$ cat config.mk
export PLATFORM = sky130hd
export DESIGN_NAME = scse_core
export DESIGN_NICKNAME = d
export VERILOG_FILES = /design/src/design/scse_alu.sv /design/src/design/scse_core.sv
export SDC_FILE = /design/constraint.sdc
export NUM_CORES = 1
export LEC_CHECK = 0
export BUFFER_PORTS_ARGS = -buffer_cell sky130_fd_sc_hd__buf_2
export CORE_UTILIZATION = 50
export DETAILED_ROUTE_END_ITERATION = 16
export PLACE_DENSITY = 0.83
export SETUP_SLACK_MARGIN = 0.2
export SYNTH_ARGS = -nofsm -noshare
export SYNTH_HDL_FRONTEND = slang
export SYNTH_SLANG_ARGS = --single-unit
$ cat constraint.sdc
create_clock -name clk_in -period 2.8 [get_ports clk_in]
set_clock_uncertainty 0.1 [all_clocks]
set_input_delay 0.14 -clock clk_in [delete_from_list [all_inputs] [get_ports clk_in]]
set_output_delay 0.14 -clock clk_in [all_outputs]
set_load 0.05 [all_outputs]
$ cat src/design/scse_alu.sv
// Overview of operation
// RULE1: Context save takes a task-number RAM address and a 20-bit table base.
// RULE2: Selection byte sits at table base plus twice the task number, correction next.
// RULE3: Each selection bit marks one register; one means saved, zero means skipped.
// RULE4: Selected registers are saved one after another, frame base register first.
// RULE5: Stack pointer drops by the table correction, which software sets to bytes saved.
// RULE6: Extended store writes byte or word source to a 20-bit destination address.
// RULE7: Byte store from address register keeps low 8 bits, flags from full 16.
// RULE8: Sign flag follows result top bit; zero flag set on zero result.
// RULE9: Store-if-nonzero writes the immediate only while the zero flag is clear.
// RULE10: Store-if-zero writes the immediate only while the zero flag is set.
// RULE11: Select-store writes first immediate if zero flag set, else the second.
// RULE12: Subtract writes destination minus source back into the destination.
// RULE13: Byte subtract into address register zero-extends source; from it uses low byte.
// RULE14: Software never names address registers as both byte subtract operands.
// RULE15: Overflow set when signed difference leaves the byte or word range.
// RULE16: Carry set when no borrow occurs, cleared on borrow.
// RULE17: Conditional stores change no flags; they only read the zero flag.
package scse_pkg;
  typedef enum logic [2:0] {
    SCSE_OP_CTX = 3'h0,
    SCSE_OP_EXT = 3'h1,
    SCSE_OP_STORE_IF_NONZERO_OP = 3'h2,
    SCSE_OP_STZ = 3'h3,
    SCSE_OP_SELECT_STORE_ON_ZERO_OP = 3'h4,
    SCSE_OP_SUB = 3'h5
  } scse_op_type;

  // Gray codes along the context-save path, except the SCSE_WR_TWO to SCSE_SCAN loop back, which changes two bits.
  typedef enum logic [2:0] {
    SCSE_IDLE = 3'h0,
    SCSE_RD_TASK = 3'h1,
    SCSE_RD_SEL = 3'h3,
    SCSE_RD_CORR = 3'h2,
    SCSE_SCAN = 3'h6,
    SCSE_WR_ONE = 3'h7,
    SCSE_WR_TWO = 3'h5,
    SCSE_FINISH = 3'h4
  } scse_state_type;

  localparam logic [2:0] SCSE_FIRST_REG = 3'h0;
  localparam logic [2:0] SCSE_LAST_REG = 3'h7;
  localparam logic [15:0] SCSE_REG_BYTES = 16'h0002;

  // Returns {sign, zero} for a byte or word value.
  function automatic logic [1:0] scse_sz(input logic [15:0] v, input logic wide);
    logic [1:0] r;
    r = wide ? {v[15], v == 16'h0000} : {v[7], v[7:0] == 8'h00};
    return r;
  endfunction : scse_sz
endpackage : scse_pkg

module scse_alu (
  // Operands
  input wire logic word_in,
  input wire logic src_areg_in,
  input wire logic dst_areg_in,
  input wire logic [15:0] src_in,
  input wire logic [15:0] dst_in,
  // Result and flags
  output logic [15:0] diff_out,
  output logic s_out,
  output logic z_out,
  output logic o_out,
  output logic c_out
);
  import scse_pkg::*;
  logic wide;
  logic [15:0] a;
  logic [15:0] b;
  logic [16:0] full;
  logic top_a;
  logic top_b;
  logic top_r;

  always_comb begin
    // An address-register destination widens a byte subtract to 16 bits.
    wide = word_in | dst_areg_in; // see RULE13
    a = wide ? dst_in : {8'h00, dst_in[7:0]};
    // A byte source is zero-extended even when the destination widens the subtract.
    b = word_in ? src_in : {8'h00, src_in[7:0]}; // see RULE13
    full = {1'b0, a} - {1'b0, b}; // see RULE12
    diff_out = wide ? full[15:0] : {8'h00, full[7:0]};
    {s_out, z_out} = scse_sz(diff_out, wide); // see RULE8
    top_a = wide ? a[15] : a[7];
    top_b = wide ? b[15] : b[7];
    top_r = wide ? diff_out[15] : diff_out[7];
    o_out = (top_a != top_b) && (top_r != top_a); // see RULE15
    c_out = wide ? !full[16] : (a[7:0] >= b[7:0]); // see RULE16
  end
endmodule : scse_alu

$ cat src/design/scse_core.sv
module scse_core (
  // Clock and reset
  input wire logic clk_in,
  input wire logic arst_n_in,
  // Instruction request
  input wire logic start_in,
  input wire scse_pkg::scse_op_type op_in,
  input wire logic word_in,
  input wire logic src_areg_in,
  input wire logic dst_areg_in,
  input wire logic dst_mem_in,
  input wire logic [15:0] src_in,
  input wire logic [15:0] dst_in,
  input wire logic [7:0] imm_first_in,
  input wire logic [7:0] imm_second_in,
  input wire logic [19:0] dst_addr_in,
  input wire logic [15:0] task_addr_in,
  input wire logic [19:0] table_addr_in,
  input wire logic [15:0] sp_in,
  input wire logic flag_z_in,
  // Register file read for context save
  input wire logic [15:0] ctx_reg_val_in,
  output logic [2:0] ctx_reg_sel_out,
  // Data memory, one byte per access
  output logic mem_req_out,
  output logic mem_we_out,
  output logic [19:0] mem_addr_out,
  output logic [7:0] mem_wdata_out,
  input wire logic [7:0] mem_rdata_in,
  input wire logic mem_ack_in,
  // Register and flag write back
  output logic reg_we_out,
  output logic [15:0] reg_wdata_out,
  output logic flag_we_out,
  output logic flag_s_out,
  output logic flag_z_out,
  output logic flag_o_out,
  output logic flag_c_out,
  output logic sp_we_out,
  output logic [15:0] sp_out,
  // Status
  output logic busy_out,
  output logic done_out
);
  import scse_pkg::*;

  scse_state_type state, next_state;
  scse_op_type op, next_op;
  logic word, next_word;
  logic [19:0] tbl, next_tbl;
  logic [15:0] sp_base, next_sp_base;
  logic [15:0] ptr, next_ptr;
  logic [7:0] sel, next_sel;
  logic [7:0] corr, next_corr;
  logic [15:0] data, next_data;
  logic [2:0] next_ctx_reg_sel;
  logic next_mem_req;
  logic next_mem_we;
  logic [19:0] next_mem_addr;
  logic [7:0] next_mem_wdata;
  logic next_reg_we;
  logic [15:0] next_reg_wdata;
  logic next_flag_we;
  logic next_flag_s;
  logic next_flag_z;
  logic next_flag_o;
  logic next_flag_c;
  logic next_sp_we;
  logic [15:0] next_sp_out;
  logic next_done;
  logic [15:0] diff;
  logic alu_s;
  logic alu_z;
  logic alu_o;
  logic alu_c;
  logic take;
  logic [7:0] pick;
  logic [15:0] store_val;
  logic [1:0] st_sz;

  scse_alu u_alu (
    .word_in(word_in),
    .src_areg_in(src_areg_in),
    .dst_areg_in(dst_areg_in),
    .src_in(src_in),
    .dst_in(dst_in),
    .diff_out(diff),
    .s_out(alu_s),
    .z_out(alu_z),
    .o_out(alu_o),
    .c_out(alu_c)
  );

  always_comb begin
    next_state = state;
    next_op = op;
    next_word = word;
    next_tbl = tbl;
    next_sp_base = sp_base;
    next_ptr = ptr;
    next_sel = sel;
    next_corr = corr;
    next_data = data;
    next_ctx_reg_sel = ctx_reg_sel_out;
    next_mem_addr = mem_addr_out;
    next_reg_we = 1'b0;
    next_reg_wdata = reg_wdata_out;
    next_flag_we = 1'b0;
    next_flag_s = flag_s_out;
    next_flag_z = flag_z_out;
    next_flag_o = flag_o_out;
    next_flag_c = flag_c_out;
    next_sp_we = 1'b0;
    next_sp_out = sp_out;
    next_done = 1'b0;
    take = ((op_in == SCSE_OP_STORE_IF_NONZERO_OP) && !flag_z_in) || // see RULE9
           ((op_in == SCSE_OP_STZ) && flag_z_in) || // see RULE10
           (op_in == SCSE_OP_SELECT_STORE_ON_ZERO_OP);
    pick = (op_in == SCSE_OP_SELECT_STORE_ON_ZERO_OP && !flag_z_in) ? imm_second_in : imm_first_in; // see RULE11
    // A byte store keeps the low byte, but flags look at the whole address register.
    store_val = word_in ? src_in : {8'h00, src_in[7:0]}; // see RULE7
    st_sz = scse_sz(src_in, word_in | src_areg_in); // see RULE7
    case (state)
      SCSE_IDLE: begin
        if (start_in) begin
          next_op = op_in;
          next_word = word_in;
          case (op_in)
            SCSE_OP_CTX: begin
              next_tbl = table_addr_in; // see RULE1
              next_sp_base = sp_in;
              next_ptr = sp_in;
              next_mem_addr = {4'h0, task_addr_in}; // see RULE1
              next_state = SCSE_RD_TASK;
            end
            SCSE_OP_EXT, SCSE_OP_SUB: begin
              next_data = (op_in == SCSE_OP_SUB) ? diff : store_val; // see RULE6
              next_word = word_in | (op_in == SCSE_OP_SUB && dst_areg_in);
              next_flag_we = 1'b1;
              if (op_in == SCSE_OP_SUB) begin
                {next_flag_s, next_flag_z} = {alu_s, alu_z}; // see RULE8
                next_flag_o = alu_o; // see RULE15
                next_flag_c = alu_c; // see RULE16
              end else begin
                {next_flag_s, next_flag_z} = st_sz; // see RULE8
              end
              if (dst_mem_in) begin
                next_mem_addr = dst_addr_in; // see RULE6
                next_state = SCSE_WR_ONE;
              end else begin
                next_reg_we = 1'b1; // see RULE12
                next_reg_wdata = next_data;
                next_state = SCSE_FINISH;
              end
            end
            default: begin
              // Conditional stores raise no flag write at all.
              next_word = 1'b0; // see RULE17
              next_data = {8'h00, pick};
              if (!take) begin
                next_state = SCSE_FINISH;
              end else if (dst_mem_in) begin
                next_mem_addr = dst_addr_in;
                next_state = SCSE_WR_ONE;
              end else begin
                next_reg_we = 1'b1;
                next_reg_wdata = {8'h00, pick};
                next_state = SCSE_FINISH;
              end
            end
          endcase
        end
      end
      SCSE_RD_TASK: begin
        if (mem_ack_in) begin
          next_mem_addr = tbl + {11'h000, mem_rdata_in, 1'b0}; // see RULE2
          next_state = SCSE_RD_SEL;
        end
      end
      SCSE_RD_SEL: begin
        if (mem_ack_in) begin
          next_sel = mem_rdata_in; // see RULE3
          next_mem_addr = mem_addr_out + 20'h00001; // see RULE2
          next_state = SCSE_RD_CORR;
        end
      end
      SCSE_RD_CORR: begin
        if (mem_ack_in) begin
          next_corr = mem_rdata_in;
          next_ctx_reg_sel = SCSE_FIRST_REG; // see RULE4
          next_state = SCSE_SCAN;
        end
      end
      SCSE_SCAN: begin
        // Bit 7 is the frame base register, walked downwards; a clear bit takes one cycle, a set bit also waits for its two byte writes.
        if (sel[3'h7 - ctx_reg_sel_out]) begin // see RULE3
          next_data = ctx_reg_val_in; // see RULE4
          next_ptr = ptr - SCSE_REG_BYTES;
          next_mem_addr = {4'h0, next_ptr} + 20'h00001;
          next_state = SCSE_WR_ONE;
        end else if (ctx_reg_sel_out == SCSE_LAST_REG) begin
          next_state = SCSE_FINISH;
        end else begin
          next_ctx_reg_sel = ctx_reg_sel_out + 3'h1; // see RULE4
        end
      end
      SCSE_WR_ONE: begin
        if (mem_ack_in) begin
          if (op == SCSE_OP_CTX) begin
            next_mem_addr = mem_addr_out - 20'h00001;
            next_state = SCSE_WR_TWO;
          end else if (word) begin
            next_mem_addr = mem_addr_out + 20'h00001;
            next_state = SCSE_WR_TWO;
          end else begin
            next_state = SCSE_FINISH;
          end
        end
      end
      SCSE_WR_TWO: begin
        if (mem_ack_in) begin
          if (op != SCSE_OP_CTX || ctx_reg_sel_out == SCSE_LAST_REG) begin
            next_state = SCSE_FINISH;
          end else begin
            next_ctx_reg_sel = ctx_reg_sel_out + 3'h1;
            next_state = SCSE_SCAN;
          end
        end
      end
      SCSE_FINISH: begin
        next_done = 1'b1;
        if (op == SCSE_OP_CTX) begin
          next_sp_we = 1'b1;
          next_sp_out = sp_base - {8'h00, corr}; // see RULE5
        end
        next_state = SCSE_IDLE;
      end
      default: begin
        next_state = SCSE_IDLE;
      end
    endcase
    next_mem_req = next_state inside {SCSE_RD_TASK, SCSE_RD_SEL, SCSE_RD_CORR,
                                      SCSE_WR_ONE, SCSE_WR_TWO};
    next_mem_we = next_state inside {SCSE_WR_ONE, SCSE_WR_TWO};
    // Context save writes the high byte first, stores write the low byte first.
    next_mem_wdata = ((next_state == SCSE_WR_ONE) == (next_op == SCSE_OP_CTX)) ?
                     next_data[15:8] : next_data[7:0];
  end

  always_ff @(posedge clk_in or negedge arst_n_in) begin
    if (!arst_n_in) begin
      state <= SCSE_IDLE;
      op <= SCSE_OP_CTX;
      word <= 1'b0;
      tbl <= 20'h00000;
      sp_base <= 16'h0000;
      ptr <= 16'h0000;
      sel <= 8'h00;
      corr <= 8'h00;
      data <= 16'h0000;
      ctx_reg_sel_out <= 3'h0;
      mem_req_out <= 1'b0;
      mem_we_out <= 1'b0;
      mem_addr_out <= 20'h00000;
      mem_wdata_out <= 8'h00;
      reg_we_out <= 1'b0;
      reg_wdata_out <= 16'h0000;
      flag_we_out <= 1'b0;
      flag_s_out <= 1'b0;
      flag_z_out <= 1'b0;
      flag_o_out <= 1'b0;
      flag_c_out <= 1'b0;
      sp_we_out <= 1'b0;
      sp_out <= 16'h0000;
      busy_out <= 1'b0;
      done_out <= 1'b0;
    end else begin
      state <= next_state;
      op <= next_op;
      word <= next_word;
      tbl <= next_tbl;
      sp_base <= next_sp_base;
      ptr <= next_ptr;
      sel <= next_sel;
      corr <= next_corr;
      data <= next_data;
      ctx_reg_sel_out <= next_ctx_reg_sel;
      mem_req_out <= next_mem_req;
      mem_we_out <= next_mem_we;
      mem_addr_out <= next_mem_addr;
      mem_wdata_out <= next_mem_wdata;
      reg_we_out <= next_reg_we;
      reg_wdata_out <= next_reg_wdata;
      flag_we_out <= next_flag_we;
      flag_s_out <= next_flag_s;
      flag_z_out <= next_flag_z;
      flag_o_out <= next_flag_o;
      flag_c_out <= next_flag_c;
      sp_we_out <= next_sp_we;
      sp_out <= next_sp_out;
      busy_out <= next_state != SCSE_IDLE;
      done_out <= next_done;
    end
  end
endmodule : scse_core

==> results of run 1 <==
==> Yosys cell counts (all sizes together) (11+ instances only) <==
library cell / count / area share
nand2: 196 / 0.064
dfrtp: 165 / 0.36
o21ai: 101 / 0.043
nor2: 95 / 0.031
a21oi: 73 / 0.031
inv: 60 / 0.019
mux2: 58 / 0.056
nand3: 54 / 0.023
clkbuf: 47 / 0.015
xnor2: 40 / 0.031
ha: 39 / 0.042
nor3: 33 / 0.016
mux2i: 30 / 0.026
buf: 24 / 0.012
xor2: 23 / 0.017
nor2b: 19 / 0.010
nand4: 17 / 0.0092
a31oi: 15 / 0.0081
nor4: 15 / 0.012
or3: 15 / 0.0086
and3: 14 / 0.0075
a211oi: 13 / 0.011
o211ai: 13 / 0.0084
o22ai: 13 / 0.0082
a221oi: 12 / 0.0090
and2: 12 / 0.0065
a22oi: 11 / 0.0071
==> power by group <==
part | leakage, nW | switching (mW) | internal [mW]
Combinational | 4.76 | 6.03 | 3.92
Clock | 0.288 | 1.20 | 1.21
Sequential | 2.09 | 0.953 | 3.39
Total | 7.14 | 8.19 | 8.52
==> final cells by class <==
cell class                 count  share of cell area
clock inverter                15              0.0117
sequential                   165               0.270
inverter                      62              0.0154
antenna                        3            0.000490
tap                          285              0.0233
clock buffer                  17              0.0278
timing repair buffer         406               0.180
multi-input combinational   1057               0.471
==> cell usage in the layout, fill, tap and decap left out, types with 19 or more instances in the layout <==
cell type,instances
a21oi_1,69
buf_2,227
buf_4,98
dfrtp_1,158
dlygate4sd3_1,73
ha_1,34
inv_1,56
mux2_2,55
mux2i_1,29
nand2_1,195
nand3_1,52
nor2_1,93
nor2b_1,19
nor3_1,26
o21ai_0,97
xnor2_1,37
xor2_1,22
==> routing by layer <==
layer / vias to the layer above / routed length, µm / track usage
li1: 5626 / - / -
met1: 5879 / 16600 / 0.447
met2: 684 / 18100 / 0.511
met3: 124 / 3280 / 0.0443
met4: 0 / 1470 / 0.133
met5: - / 0 / 0
==> cell families after synthesis <==
kind of cell / synth area share
xor gates and xnor gates: 0.0481
muxes: 0.0820
AOI/OAI and AO/OA: 0.202
and+or+nand+nor: 0.218
buffers and inverters: 0.0475
adders and majority gates: 0.0472
DFF: 0.355
==> per-stage QoR <==
| stage | area [µm²] | std cells | setup slack, ps | power [mW] | utilization |
|---|---|---|---|---|---|
| after floorplan | 11700 | 1355 | 201 | 10.7 | - |
| after global placement | 13500 | 1878 | 128 | 13.0 | 0.595 |
| after detailed placement | 13500 | 1878 | 38.0 | 13.2 | 0.595 |
| after CTS | 15000 | 1990 | 194 | 15.9 | 0.660 |
| after global routing | 15300 | 2010 | 73.3 | 17.6 | 0.674 |
| final | 15300 | 2010 | 136 | 16.7 | 0.674 |
==> repair_timing <==
item | in CTS | in global routing
setup buffers | 7 | 17
hold endpoints to repair | 153 | 0
gates resized for setup | 15 | 39
endpoints found under the setup margin | 17 | 27
pin swaps | 15 | 23
hold buffers | 73 | 0
==> path summary, 6_finish.rpt <==
kind	slack, ps	cells past startpoint	to	startpoint
min	4	4	mem_addr_out[13]	dst_addr_in[13]
min reg2reg	380	2	sp_out[15]	sp_out[15]
max in group asynchronous	1670	3	corr[0]	arst_n_in
max reg2reg	140	9	mem_addr_out[15]	ptr[4]
max	140	9	mem_addr_out[15]	ptr[4]
min in group asynchronous	160	2	mem_wdata_out[3]	arst_n_in
==> tightest hold or removal path: cells and delay by family <==
kind                   cells  cell delay (ps)
buffers and inverters      1              100
AOI/OAI and AO/OA          1               80
and+or+nand+nor            2              190
==> sequential cells by signal (all words and copies together) (netlist names), 8 cells and up <==
name	cells
mem_addr_out	20
tbl	20
data	16
ptr	16
reg_wdata_out	16
sp_base	16
sp_out	16
corr	8
mem_wdata_out	8
sel	8
==> impl_results.md, run 1 <==
* Core footprint at 22700 µm²
* Critical path buffers and inverters at 2
* CTS buffer count at 17
* Antenna viol nets, final at 0
* Area growth syn-to-layout at 31.7%
* Routed via count at 12300
* Slowest CP cell: or4_4
* Worst-Margin Slew at 731 ps
* Setup violators final at 0
* Reg clk slew, reported paths at 80 ps
* Critical path cell sequence: or4_4 > buf_12 > nor3_4 > o21ai_0 > a211oi_2 > buf_4 > nand4_1 > nand3_1 > a31oi_1
* Critical Path AT at 2890 ps
* Nets@finish at 1907
* Port buffer count at 229
* Synth Flop Type: dfrtp_1
* Setup tns final at 0 ps
* CTS tree: built
* Worst-skew pair later-pin latency at 450 ps
* Iter 0 DRT Violations at 1195
* Clock buffer depth at 2
* Max frequency at 375 MHz
* Share of cells above drive strength 1 at 0.296
* Gr usage total at 0.323
* Syn. warnings at 0
* Routed len/inst at 19.6 µm
* Initial antenna violation count at 3
* H-tree depth at 4
* Number of I/O pins at 230
* Via density at 6.13
* GP Congestion at 0.964
* Unrepaired setup endpoints after global routing: yes
* Kind of cell adding the most delay to the critical path: simple AND/OR/NAND/NOR gates
* Worst Path Max Fanout at 6
* First-pass GRT wire length at 60700 µm
* Die Wd at 154 µm
* Crit path time final at 2660 ps
* Setup CP Type: reg -> reg
* Total overflow reported by the global router at 0
* Gate Count Post-Synth at 1355
* Fill cells at 1753
* Die Y-Extent at 154 µm
* Synth unique cells at 92
* Mapped Area at 11600 µm²
* Sequential fraction of the synthesis area at 0.355
* DRT Pass-1 Iters at 7
* LEAKAGE at 7.14 nW
* Drt total wl at 39400 µm
* Max_cap viols at 0
* CTS sink cnt at 165
* WHS at 4.23 ps
* Post-synth EDFFs at 0
* Fraction of synthesis flops using an asynchronous set or reset pin at 1.00
* Syn_nets at 1553
* Slew HR at 0.509
* Row count at 55
* Syn_area_per_cell at 8.58 µm²
* Startpoint Class: flop
* Peak VDD IR at 587 µV
* Synth Register Bits at 165
* Outcome: finished, final reports clean
* Final Hold Fails at 0
* DRC Markers at 0
* DP HPWL at 28700 µm
* Root buffer selected by CTS: clkbuf_16
* HP Class: in -> reg
* Sequential Area at 4140 µm²
* Full die area at 23900 µm²
* Pin count of the biggest net entering global routing at 63
* Critical path endpoint category: flop
* Required @ worst endpoint at 3030 ps
* Max Slew Vio Count at 0
* Initial Utilization at 0.512
* Vias in the first global route at 11700
* Multi-input gate area at 7220 µm²
* CP max stage delay at 620 ps
* Final worst-path cycle share at 0.951
* Power density cells at 1090 nW/µm²
(Power assumes the default switching activity.)
==> run 2, diff against run 1 <==
ABC_AREA = 1   (was unset)
==> run 2 against run 1 <==
Against the previous run: the flow now finishes with violations (hold timing); register-to-register slack improved by 220 ps; die area up 2.8%; clock power is 2% higher; total power fell by 0.62%; cell count increased by 19%; sequential share of layout area rose by 0.51 points; design area decreased by 2.0%; sequential cell count is the same; core utilization is 3.5 points lower; combinational power fell by 3.2%; synthesized cell count up 29%; largest power group unchanged; highest routed layer unchanged.
==> impl_results.md, run 2 <==
* Full die area at 24500 µm²
* Crit path time final at 2440 ps
* Number of I/O pins at 230
* Area growth syn-to-layout at 25.4%
* Setup tns final at 0 ps
* GP Congestion at 1.00
* Slew HR at 0.432
* First-pass GRT wire length at 69500 µm
* Fraction of synthesis flops using an asynchronous set or reset pin at 1.00
* CTS sink cnt at 165
* Antenna viol nets, final at 0
* Initial antenna violation count at 1
* Count leader, synth: nand2_1
* Required @ worst endpoint at 3020 ps
* CP max stage delay at 480 ps
* Max Slew Vio Count at 0
* GR met1 Demand/Resource at 0.467
* Syn_area_per_cell at 6.82 µm²
* Core footprint at 23500 µm²
* Post-synth EDFFs at 0
* Unrepaired setup endpoints after global routing: yes
* Max frequency at 410 MHz
* Worst-skew pair later-pin latency at 450 ps
* Syn_nets at 1952
* Net switching power at 8.98 mW
* Top flop regs: mem_addr_out: 20 flops, tbl: 20 flops
* Hold Path Depth at 5
* Flop pwr share at 0.272
* Power density cells at 1110 nW/µm²
* HP Class: in -> reg
* Pin count of the biggest net entering global routing at 84
* Worst Path Max Fanout at 17
* DP HPWL at 33300 µm
* Startpoint Class: flop
* Gate Count Post-Synth at 1754
* Total overflow reported by the global router at 0
* Share of cells above drive strength 1 at 0.195
* Met3 Track Usage GR at 0.0454
* Critical path endpoint category: flop
* Setup violators final at 0
* Mapped Area at 12000 µm²
* Outcome: complete, but fails checks
* Comb pwr share at 0.581
* DRT Pass-1 Iters at 5
* Routed len/inst at 18.9 µm
* LEAKAGE at 7.62 nW
* Setup CP Type: reg -> reg
* Die Wd at 157 µm
* Port buffer count at 229
* Most used routing layer: met2
* Cells on worst reg2reg path at 10
* Synth Register Bits at 165
* Worst-Margin Slew at 852 ps
* Drt total wl at 45200 µm
* CTS tree: built
* Peak VDD IR at 851 µV
* Final Hold Fails at 1
* Initial Utilization at 0.509
* Nets@finish at 2262
* Root buffer selected by CTS: clkbuf_16
* Finished Cell Area at 15000 µm²
* CTS buffer count at 17
* Reg clk slew, reported paths at 80 ps
* Synth unique cells at 58
* Die Y-Extent at 157 µm
* DRC Markers at 0
* Leading area contributor after synthesis: dfrtp_1
* Clock buffer depth at 2
* Post-CTS Setup Bufs at 0
* Slowest CP cell: dfrtp_1
* Critical Path AT at 2670 ps
* Met2 Use GR at 0.614
* Failing checks: hold timing
* Sw frac at 0.541
* Sequential fraction of the synthesis area at 0.345
* Commonest non-fill, non-tap cell in the layout: nand2_1
* Max_cap viols at 0
* Cell Area, Placed at 13600 µm²
* Iter 0 DRT Violations at 1230
* Yosys top cell area share at 0.345
* Most frequent cells in the layout: 514 x nand2_1, 228 x buf_2, 171 x inv_1
* H-tree depth at 4
* Post-route setup slack at 359 ps
* DP Worst Slack at 122 ps
* Critical path cell sequence: nor2_1 > inv_2 > nor2_4 > nand2_4 > inv_2 > buf_4 > nand2_1 > clkinv_1 > nand3_1 > nand2_1
* Synth Flop Type: dfrtp_1
* Syn. warnings at 0
* Synth cell count leaders: 517 x nand2_1, 172 x inv_1, 167 x nor2_1
* Via density at 5.69
* WHS at -1.04 ps
* Row count at 56
* Final worst-path cycle share at 0.872
* Top post-synthesis cells by area: dfrtp_1 35%, nand2_1 16%, nand3_1 5.6%, o21ai_0 5.6%, inv_1 5.4%
* Gr usage total at 0.372
* Int Pwr at 7.63 mW
* Vias in the first global route at 13200
* Routed via count at 13600
* Clock power frac at 0.147
==> run 2: changes by cell type after synthesis, moves of 34 or more <==
cell | before | now
nand2_1 | 195 | 517
inv_1 | 59 | 172
nand3_1 | 54 | 134
nor2_1 | 94 | 167
a21oi_1 | 73 | 115
xnor2_1 | 39 | 3
o21ai_0 | 100 | 134
==> run 2: worst paths after layout <==
path                                 start                 to  slack (ps)
min in group asynchronous        arst_n_in          sp_we_out         220
max in group asynchronous        arst_n_in          sp_out[0]        1560
max                               state[0]  reg_wdata_out[14]         360
max reg2reg                       state[0]  reg_wdata_out[14]         360
min                        task_addr_in[4]    mem_addr_out[4]          -1
min reg2reg                        data[4]            data[4]         380
==> run 2: cell families after synthesis <==
logic type | after synthesis | share of synthesized area
XOR/XNOR | 27 | 0.0210
buffers and inverters | 233 | 0.0757
multiplexers | 29 | 0.0271
AND/OR/NAND/NOR | 936 | 0.336
flip-flops | 165 | 0.345
AO/OA/AOI/OAI | 322 | 0.149
adder cells (fa/ha/maj) | 42 | 0.0458
==> run 2: power by group through the flow <==
stage | Combinational [mW] | Clock (mW) | Sequential (mW)
global route | 10.6 | 2.54 | 4.61
finish | 9.64 | 2.45 | 4.52
floorplan | 5.21 | 0 | 5.75
detailed placement | 9.27 | 0 | 4.47
CTS | 9.40 | 2.45 | 4.45
global placement | 9.12 | 0 | 4.45
==> run 2: area by class of cell <==
type                       instances  area, µm²
fill                            2130       8470
multi-input combinational       1356       7010
sequential                       165       4130
timing repair buffer             336       2170
inverter                         188        711
clock buffer                      18        429
tap                              319        399
clock inverter                    14        151
antenna                            1       2.50
==> run 2: worst max-delay path, delay by kind of cell (launching register included) <==
kind / cells / cell delay (ps)
buffers and inverters: 4 / 850
AND/OR/NAND/NOR: 6 / 900
flip-flops: 1 / 480
==> run 2: timing repair <==
action | CTS | global route
hold buffers | 71 | 0
hold endpoints to repair | 179 | 0
resized for setup | 1 | 21
endpoints found under the setup margin | 2 | 21
pin swaps | 0 | 2
==> run 2: metal layers <==
layer | wire length (µm) | vias to the layer above
met4 | 2490 | 0
li1 | - | 6413
met2 | 20900 | 750
met1 | 18400 | 6301
met5 | 0 | -
met3 | 3350 | 164
==> run 2: metrics by stage <==
step	std cells	power, mW	util
floorplan	1754	11.0	-
global placement	2293	13.6	0.580
detailed placement	2293	13.7	0.580
CTS	2396	16.3	0.636
global route	2397	17.7	0.639
finish	2397	16.6	0.639
